**config.mk**
```make
export PLATFORM = sky130hd
export DESIGN_NAME = gsw_select
export DESIGN_NICKNAME = d
export VERILOG_FILES = /design/src/gsw_pick.v /design/src/gsw_select.v
export VERILOG_INCLUDE_DIRS = /design/src /design/src/src
export SDC_FILE = /design/constraint.sdc
export NUM_CORES = 1
export LEC_CHECK = 0
export BUFFER_PORTS_ARGS = -buffer_cell sky130_fd_sc_hd__buf_2
export CAP_MARGIN = 20
export CORE_MARGIN = 10
export CORE_UTILIZATION = 60
export DETAILED_ROUTE_END_ITERATION = 8
export GPL_TIMING_DRIVEN = 0
export PLACE_DENSITY = 0.79
export RECOVER_POWER = 25
export SLEW_MARGIN = 0
export SYNTH_ARGS = -nofsm -noshare
export SYNTH_HDL_FRONTEND = slang
export SYNTH_HIERARCHICAL = 1
export SYNTH_SLANG_ARGS = --single-unit
```
**constraint.sdc**
```tcl
create_clock -name clk_i -period 2.9 [get_ports clk_i]
set_input_delay 0 -clock clk_i [delete_from_list [all_inputs] [get_ports clk_i]]
set_output_delay 0 -clock clk_i [all_outputs]
set_load 0.05 [all_outputs]
```
**src/gsw_regs.vh**
```
// register map and constants of the gain switching parameter selector
// assumes a plain address/strobe register port, 32-bit data, byte addresses in steps of four
// Function
// RQ1: switched position gain used while switching, below 1.0 rad/s uses base gain
// RQ2: switched speed gain used while switching, below 20 rad/s uses base gain
// RQ3: switched integral time used while switching, below 0.1 ms uses base value
// RQ4: position, speed, integral switched values only honoured in manual adjust mode 3
// RQ5: switched vibration frequency used, below 0.1 Hz falls back to base
// RQ6: switched resonance frequency used, below 0.1 Hz falls back to base
// RQ7: vibration values honoured only with adjust 3, tuning 2, source 1
// RQ8: switched vibration damping applied, range 0.00 to 0.30, default 0.00
// RQ9: switched resonance damping applied, range 0.00 to 0.30, default 0.00
// RQ10: controller should switch vibration values only with the motor stopped; no standstill check, switched whenever the flag is set
// RQ11: switch source codes: 0 off, 1 command, 2 frequency, 3 droop, 4 speed
// RQ12: one active-switch flag moves all enabled switched values together
`ifndef GSW_REGS_VH
`define GSW_REGS_VH

// word offsets (address is byte address, steps of four)
`define GSW_OFF_BASE_POS      8'h00
`define GSW_OFF_BASE_SPD      8'h04
`define GSW_OFF_BASE_INT      8'h08
`define GSW_OFF_BASE_VIB      8'h0c
`define GSW_OFF_BASE_RES      8'h10
`define GSW_OFF_BASE_VDMP     8'h14
`define GSW_OFF_BASE_RDMP     8'h18
`define GSW_OFF_SW_POS        8'h1c
`define GSW_OFF_SW_SPD        8'h20
`define GSW_OFF_SW_INT        8'h24
`define GSW_OFF_SW_VIB        8'h28
`define GSW_OFF_SW_RES        8'h2c
`define GSW_OFF_SW_VDMP       8'h30
`define GSW_OFF_SW_RDMP       8'h34
`define GSW_OFF_MODE          8'h38
`define GSW_OFF_CTRL          8'h3c
`define GSW_OFF_STATUS        8'h40

// mode register fields
`define GSW_MODE_ADJ_LSB      0
`define GSW_MODE_TUNE_LSB     4
`define GSW_MODE_SRC_LSB      8

// mode codes
`define GSW_ADJ_MANUAL        4'h3
`define GSW_TUNE_MANUAL       4'h2
`define GSW_SRC_OFF           4'h0
`define GSW_SRC_CMD           4'h1
`define GSW_SRC_FREQ          4'h2
`define GSW_SRC_DROOP         4'h3
`define GSW_SRC_SPEED         4'h4

// fallback thresholds and damping ceiling in parameter units
// position gain in 0.1 rad/s, speed gain in rad/s, integral in 0.1 ms,
// frequencies in 0.1 Hz, damping in 0.01
`define GSW_MIN_POS           16'h000a
`define GSW_MIN_SPD           16'h0014
`define GSW_MIN_INT           16'h0001
`define GSW_MIN_FREQ          16'h0001
`define GSW_MAX_DMP           16'h001e

// reset values
`define GSW_RST_PARAM         16'h0000
`define GSW_RST_MODE          12'h000

`endif

```
**src/gsw_pick.v**
```verilog
// one parameter channel: switched value or base value
// assumes both values are static or change only between control updates
`timescale 1ns/1ps
module gsw_pick #(
  parameter       W = 16
) (
  input  wire [W-1:0] base_i,
  input  wire [W-1:0] switched_i,
  input  wire [W-1:0] floor_i,
  input  wire         use_floor_i,
  input  wire         enable_i,
  input  wire         active_i,
  output wire [W-1:0] value_o,
  output wire         took_switched_o
);
  // below the floor the switched value means "same as base"
  wire below = use_floor_i && (switched_i < floor_i);
  assign took_switched_o = active_i && enable_i && !below;
  assign value_o         = took_switched_o ? switched_i : base_i;
endmodule // gsw_pick

```
**src/gsw_select.v**
```verilog
// gain switching parameter selector: register file plus seven selectors
// assumes single-cycle strobes from the controller, synchronous reset
`timescale 1ns/1ps
`include "gsw_regs.vh"
module gsw_select #(
  parameter          PW = 16
) (
  input  wire          clk_i,
  input  wire          reset_i,
  input  wire [7:0]    addr_i,
  input  wire [31:0]   wdata_i,
  input  wire          wr_i,
  input  wire          rd_i,
  output reg  [31:0]   rdata_o,
  input  wire          switch_cond_i,
  output reg  [PW-1:0] position_gain_o,
  output reg  [PW-1:0] speed_gain_o,
  output reg  [PW-1:0] integral_comp_o,
  output reg  [PW-1:0] vib_freq_o,
  output reg  [PW-1:0] res_freq_o,
  output reg  [PW-1:0] vib_damping_o,
  output reg  [PW-1:0] res_damping_o,
  output reg           switch_active_o
);
  localparam N = 7;

  // base set 0..6, switched set 7..13
  reg  [PW-1:0] par_q [0:2*N-1];
  reg  [3:0]    adj_q;
  reg  [3:0]    tune_q;
  reg  [3:0]    src_q;
  reg           cmd_q;

  function [PW-1:0] clamp_dmp;
    input [31:0] v;
    begin
      if (v[PW-1:0] > `GSW_MAX_DMP)
        clamp_dmp = `GSW_MAX_DMP; // RQ8 RQ9
      else
        clamp_dmp = v[PW-1:0];
    end
  endfunction

  function is_damp;
    input integer k;
    begin
      is_damp = (k == 5) || (k == 6) || (k == 12) || (k == 13);
    end
  endfunction

  // source selects whether the controller command or the external
  // condition detector drives the flag
  reg active_d;
  always @* begin
    case (src_q)
      `GSW_SRC_OFF:   active_d = 1'b0; // RQ11
      `GSW_SRC_CMD:   active_d = cmd_q; // RQ11
      `GSW_SRC_FREQ,
      `GSW_SRC_DROOP,
      `GSW_SRC_SPEED: active_d = switch_cond_i; // RQ11
      default:        active_d = 1'b0;
    endcase
  end

  wire manual_adj = (adj_q == `GSW_ADJ_MANUAL);
  wire gain_en    = manual_adj; // RQ4
  wire vib_en     = manual_adj && (tune_q == `GSW_TUNE_MANUAL)
                    && (src_q == `GSW_SRC_CMD); // RQ7

  // separate loop variables so each clocked process owns its own
  integer i;
  integer j;
  always @(posedge clk_i) begin
    if (reset_i) begin
      for (i = 0; i < 2*N; i = i + 1)
        par_q[i] <= `GSW_RST_PARAM; // RQ8 RQ9
      adj_q  <= 4'h0;
      tune_q <= 4'h0;
      src_q  <= 4'h0;
      cmd_q  <= 1'b0;
    end else if (wr_i) begin
      for (i = 0; i < 2*N; i = i + 1)
        if (addr_i == i*4)
          par_q[i] <= is_damp(i) ? clamp_dmp(wdata_i) : wdata_i[PW-1:0];
      if (addr_i == `GSW_OFF_MODE) begin
        adj_q  <= wdata_i[`GSW_MODE_ADJ_LSB +: 4];
        tune_q <= wdata_i[`GSW_MODE_TUNE_LSB +: 4];
        src_q  <= wdata_i[`GSW_MODE_SRC_LSB +: 4];
      end
      if (addr_i == `GSW_OFF_CTRL)
        cmd_q <= wdata_i[0];
    end
  end

  // selectors all share one flag so a switch moves every enabled value at once
  wire [PW-1:0] sel   [0:N-1];
  wire [N-1:0]  took;
  wire [PW-1:0] floor_v [0:N-1];
  assign floor_v[0] = `GSW_MIN_POS; // RQ1
  assign floor_v[1] = `GSW_MIN_SPD; // RQ2
  assign floor_v[2] = `GSW_MIN_INT; // RQ3
  assign floor_v[3] = `GSW_MIN_FREQ; // RQ5
  assign floor_v[4] = `GSW_MIN_FREQ; // RQ6
  assign floor_v[5] = {PW{1'b0}};
  assign floor_v[6] = {PW{1'b0}};

  genvar g;
  generate
    for (g = 0; g < N; g = g + 1) begin : g_pick
      gsw_pick #(.W(PW)) u_pick (
        .base_i          (par_q[g]),
        .switched_i      (par_q[g+N]),
        .floor_i         (floor_v[g]),
        .use_floor_i     (g < 5),
        .enable_i        ((g < 3) ? gain_en : vib_en),
        .active_i        (switch_active_o), // RQ12
        .value_o         (sel[g]),
        .took_switched_o (took[g])
      );
    end
  endgenerate

  // registered outputs; vibration values should only be switched at
  // standstill, which is left to the controller (RQ10)
  always @(posedge clk_i) begin
    if (reset_i) begin
      switch_active_o <= 1'b0;
      position_gain_o <= `GSW_RST_PARAM;
      speed_gain_o    <= `GSW_RST_PARAM;
      integral_comp_o <= `GSW_RST_PARAM;
      vib_freq_o      <= `GSW_RST_PARAM;
      res_freq_o      <= `GSW_RST_PARAM;
      vib_damping_o   <= `GSW_RST_PARAM;
      res_damping_o   <= `GSW_RST_PARAM;
    end else begin
      switch_active_o <= active_d; // RQ12
      position_gain_o <= sel[0]; // RQ1
      speed_gain_o    <= sel[1]; // RQ2
      integral_comp_o <= sel[2]; // RQ3
      vib_freq_o      <= sel[3]; // RQ5
      res_freq_o      <= sel[4]; // RQ6
      vib_damping_o   <= sel[5]; // RQ8
      res_damping_o   <= sel[6]; // RQ9
    end
  end

  // read data one cycle after the strobe, zero otherwise
  always @(posedge clk_i) begin
    if (reset_i) begin
      rdata_o <= 32'h0000_0000;
    end else if (rd_i) begin
      rdata_o <= 32'h0000_0000;
      for (j = 0; j < 2*N; j = j + 1)
        if (addr_i == j*4)
          rdata_o <= {{(32-PW){1'b0}}, par_q[j]};
      if (addr_i == `GSW_OFF_MODE)
        rdata_o <= {20'h00000, src_q, tune_q, adj_q};
      if (addr_i == `GSW_OFF_CTRL)
        rdata_o <= {31'h0000_0000, cmd_q};
      if (addr_i == `GSW_OFF_STATUS)
        rdata_o <= {16'h0000, 6'h00, took, switch_active_o, vib_en, gain_en};
    end else begin
      rdata_o <= 32'h0000_0000;
    end
  end
endmodule // gsw_select

```
; After elaboration in Yosys (flattened, before gate mapping)
; Memory sizes are Yosys's and may differ from the RTL's.
; Index checks and enable logic that the tools add are counted.
[totals]
n_memories = 1
reg_bits = 158
mem_bits_rw = 224
input_bits = 45
word_cells = 192
[memory_table]
columns = memory, depth, width, rd, rd_clocked_by_memory_dff, write_ports, line_no
row1 = par_q, 14, 16, 14, 0, 14, gsw_select.v:28  ; reg [PW-1:0] par_q [0:2*N-1];
[classes]
eq_ne = 22
bitwise_logic = 15
reduce_logical = 22
n_lt_le_gt_ge = 6
mux = 110
[op_table]
columns = operator, count
row1 = 16-bit 2-to-1 mux, 48
row2 = "8-bit by 6-bit equality test with 1-bit output, second input constant", 8
row3 = 1-bit 2-to-1 mux, 58
row4 = "16-bit by 1-bit less-than comparator with 1-bit output, second input constant", 3
row5 = "8-bit by 5-bit equality test with 1-bit output, second input constant", 4
row6 = 10-bit 2-to-1 mux, 2
row7 = 18-bit OR reduction, 1
row8 = "4-bit by 2-bit equality test with 1-bit output, second input constant", 4
row9 = "8-bit by 4-bit equality test with 1-bit output, second input constant", 2
row10 = "16-bit by 5-bit greater-than comparator with 1-bit output, second input constant", 1
row11 = "16-bit by 4-bit less-than comparator with 1-bit output, second input constant", 1
row12 = "16-bit by 5-bit less-than comparator with 1-bit output, second input constant", 1
row13 = 1-bit bitwise OR, 14
row14 = 12-bit 2-to-1 mux, 1
row15 = 1-bit logical AND, 9
row16 = "8-bit by 3-bit equality test with 1-bit output, second input constant", 1
row17 = "8-bit by 7-bit equality test with 1-bit output, second input constant", 1
row18 = 8-bit zero test, 1
row19 = 1-bit zero test, 5
row20 = 5-bit OR reduction, 1
row21 = "4-bit by 1-bit equality test with 1-bit output, second input constant", 1
row22 = "4-bit by 3-bit equality test with 1-bit output, second input constant", 1
row23 = 2-bit AND reduction, 2
row24 = 4-bit OR reduction, 1
row25 = 4 further kinds, 4

; Depth between registers and ports, before layout
[logic_depth]
ltp_word = 18
mapped_depth = 10

; By module
; Netlist, hierarchy kept.
[by_module_without_submodules]
columns = module, area_each_um2, cells_each, instances, seq_area_each_um2
row1 = gsw_select, 14637.8, 1242, 1, 9569.2
row2 = gsw_pick, 633.1, 72, 7, 0.0

; Worst setup path after synthesis
; OpenSTA, ideal clock, no wires.
[synth_timing]
kind = flip-flop to flip-flop
start = memory par_q[10][11], in the netlist par_q[1][43]
end = register vib_freq_o[10]
path_buffers = 1
slack_ns = 0.436
period_less_slack_ns = 2.464
stages_incl_launch_ff = 9
arrival_ns = 2.336
path_cell_list = edfxtp_1 ha_1 nand4_1 or3_1 a221o_1 a31oi_4 buf_12 mux2_4 nor2b_1
[synth_rtl]
columns = item, line_no
row1 = from (decl), gsw_select.v:28
row2 = to (signal assigned), gsw_select.v:131  ; vib_freq_o <= `GSW_RST_PARAM;
row3 = to (signal assigned), gsw_select.v:140  ; vib_freq_o <= sel[3];
row4 = to (decl), gsw_select.v:19  ; output reg [PW-1:0] vib_freq_o,

==> run metrics <==
Remaining Overflow, GRT 0; final hold slack 0.0985 ns; EDFF count, synth 224; DR DRC count 0; DR iter-0 viols 2545; CP required 3.27 ns; combinational group share of total power 13.4%; Switching Share 28.2%; global placer's final weighted congestion 1.07; Synth area leader edfxtp_1; total global-route track usage 38.1%; largest net degree at the start of global routing 17; P_int 9.41 mW; CP peak stage delay 0.47 ns; Pins Over Slew Limit 0; post-route clock skew 0.0296 ns; worst min path class primary input to flop; failing checks negative setup slack; sequential power share 46.8%; register area share after synthesis 50.2%; fmax 332 MHz; share of cells above drive strength 1 14.8%; DR vias/cell 6.26; initial antenna violation count 3; Most used DFF post-synth edfxtp_1; Critical Path End Type flop; global-route wire length before repair 107 mm; Final Hold Fails 0; syn_area_per_cell 10.9 sq um; top post-synthesis cells by area edfxtp_1 (35%), dfxtp_1 (15%), ha_1 (6.9%); NetSw 3.70 mW; CP max-delay cell edfxtp_1; Post-DRT Antenna Nets 0; TritonCTS buffer count 38; Area Overhead vs Synth 18.5%; critical-path cell list ha_1 -> nand4_1 -> or3_1 -> a221o_1 -> a31oi_4 -> buf_12 -> mux2_4 -> nor2b_1; final count of negative-setup-slack endpoints 23; Setup TNS -0.808 ns; htree depth 2; Yosys warnings 6; top cell family by delay on the critical path simple AND/OR/NAND/NOR gates; Post-Syn Instances 1746; Yosys reg bits 366; Clock power frac 39.8%; CTS tree built; I/O pin total 190; CP Launch Type flop; outcome finished, violations left; Num Clock Sinks 366; die height 198 um; clock latency on the worst-skew pair 0.55 ns; DR pass1 iterations 6; Synth top area share 35.3%; NumNets Final 2316; RSZ-0062 raised after global routing true; post-synthesis async set-or-reset flop share 0%; Port Buffers 155; full die area 39300 sq um; WL/cell 29.3 um; die width 198 um; final wirelength 76.2 mm; clock tree buffer depth 3; Reg clk slew, reported paths 0.07 ns; PnR worst setup slack -0.114 ns; Arrival @ worst endpoint 3.38 ns; Pwr Density 580 nW/um^2; Tcrit/Tclk final 104%; vias in the first global route 15.8k; vias after detailed routing 16.3k; crit-path max FO 10; worst-margin pin slew 1.15 ns; count of different cell masters after synthesis 78; initial core utilization 60.6%; relative slew slack 23.0%; cell area after synthesis 19100 sq um; kind of critical path flop to flop; WP buf/inv 1; hpwl dp 57.3 mm; row count 65; CTS root buf clkbuf_16; minimum clock period 3.01 ns; LEAKAGE 8.71 nW; Max Cap Violations 0; VDD IR max 0.623 mV; Core ar. 31500 sq um
-- worst reg2reg max path: stages, from the launching register on --
cell	delay, ns
edfxtp_1	0.47
ha_1	0.36
nand4_1	0.20
or3_1	0.45
a221o_1	0.36
a31oi_4	0.34
buf_12	0.20
mux2_4	0.30
nor2b_1	0.17
-- kinds of logic after synthesis --
| kind of cell | after synthesis | share of synthesized area, % |
|---|---|---|
| multiplexers | 144 | 10.2 |
| AND/OR/NAND/NOR | 583 | 15.8 |
| other | 2 | 0.0394 |
| AO/OA/AOI/OAI | 287 | 10.1 |
| adder cells (fa/ha/maj) | 105 | 6.89 |
| buffers and inverters | 259 | 6.74 |
| flip-flops | 366 | 50.2 |
-- synth_stat cells, drive strengths merged (24+ instances only) --
master  number
buf         50
o21ai       80
ha         105
edfxtp     224
a21oi       69
mux2       121
nand2b      31
clkbuf      61
inv        148
nand3       25
nand2      103
nand4       31
a31oi       24
nor2       192
dfxtp      142
nor2b      121
-- cell usage in the layout, fill, tap and decap left out, types with 6 or more instances in the layout --
| cell type | synthesis | routed |
|---|---|---|
| edfxtp_1 | 224 | 224 |
| clkbuf_1 | 53 | 203 |
| nor2_1 | 189 | 189 |
| conb_1 | 2 | 179 |
| inv_1 | 148 | 148 |
| dfxtp_1 | 142 | 142 |
| nor2b_1 | 121 | 121 |
| ha_1 | 105 | 104 |
| nand2_1 | 103 | 103 |
| o21ai_0 | 80 | 80 |
| a21oi_1 | 69 | 69 |
| mux2_4 | 63 | 63 |
| mux2_2 | 58 | 58 |
| buf_4 | 21 | 50 |
| clkbuf_16 | 0 | 41 |
| buf_2 | 14 | 32 |
| nand2b_1 | 31 | 31 |
| nand4_1 | 31 | 31 |
| nand3_1 | 25 | 25 |
| nor3_1 | 20 | 19 |
| a31oi_1 | 17 | 17 |
| o221ai_1 | 14 | 14 |
| mux2i_1 | 13 | 13 |
| o211ai_1 | 13 | 13 |
| a22oi_1 | 13 | 13 |
| dlygate4sd3_1 | 0 | 13 |
| o22ai_1 | 11 | 11 |
| clkbuf_8 | 8 | 10 |
| mux4_2 | 10 | 10 |
| a211oi_1 | 10 | 10 |
| buf_12 | 7 | 9 |
| nor3b_1 | 8 | 8 |
| a221o_1 | 8 | 8 |
| o21bai_1 | 7 | 7 |
| or3_1 | 7 | 7 |
| a31oi_4 | 7 | 7 |
| and2_1 | 6 | 6 |
-- final cells by class --
cell class,count,area [sq um]
Clock inverter,16,215
Fill cell,2202,8870
Buffer,111,711
Clock buffer,54,1100
Timing Repair Buffer,203,1030
Tap cell,402,503
Inverter,148,556
Antenna cell,3,7.51
Multi-Input combinational cell,1298,8900
Sequential cell,366,9570
-- power groups by stage --
stage	clock (mW)	combinational (mW)	sequential, mW
after floorplan	0	0.850	6.36
final	5.22	1.75	6.14
after global routing	5.36	1.85	6.14
after CTS	5.16	1.68	6.12
after detailed placement	0	1.65	6.23
after global placement	0	1.60	6.22
-- state kept, by name (all words and copies together) (netlist names) --
register,flops
cmd_q,1
src_q,4
res_damping_o,16
vib_damping_o,16
switch_active_o,1
integral_comp_o,16
speed_gain_o,16
res_freq_o,16
vib_freq_o,16
adj_q,4
rdata_o,16
tune_q,4
par_q,224
position_gain_o,16
-- stage by stage --
| stage | cells | cell area [sq um] | total power [mW] | setup WS (ns) | utilization (%) |
|---|---|---|---|---|---|
| 2_1_floorplan | 1923 | 19700 | 7.21 | 0.436 | - |
| 3_3_place_gp | 2480 | 21000 | 7.82 | -1.20 | 66.8 |
| 3_5_place_dp | 2485 | 21100 | 7.88 | -0.230 | 66.9 |
| 4_1_cts | 2574 | 22600 | 13.0 | 0.0145 | 71.7 |
| 5_1_grt | 2598 | 22600 | 13.4 | -0.0536 | 71.8 |
| 6_report | 2601 | 22600 | 13.1 | -0.114 | 71.8 |
-- final timing paths --
check                           cells past startpoint                        to  slack, ns                   start
worst max-delay path                                8  vib_freq_o[7]$_SDFF_PP0_      -0.11  par_q[1][45]$_DFFE_PP_
worst max register to register                      8  vib_freq_o[7]$_SDFF_PP0_      -0.11  par_q[1][45]$_DFFE_PP_
worst min register to register                      2     adj_q[1]$_SDFFE_PP0P_       0.51   adj_q[1]$_SDFFE_PP0P_
worst min-delay path                                5     rdata_o[0]$_SDFF_PP0_        0.1                    rd_i
-- metal layers --
metal	up-vias	track usage (%)	wire, um
li1	6847	-	-
met1	7830	47.3	27900
met2	1310	58.7	33800
met3	293	11.5	9940
met4	0	20.1	4620
met5	-	0	0
-- timing repair --
action                     4_1_cts  5_1_grt
hold endpoints to repair        14        0
setup buffers                    6       22
setup endpoints to repair       43       42
gates resized for setup          1        2
pin swaps                        3        6
hold buffers                    13        0
Power figures use the tool's default switching activity.
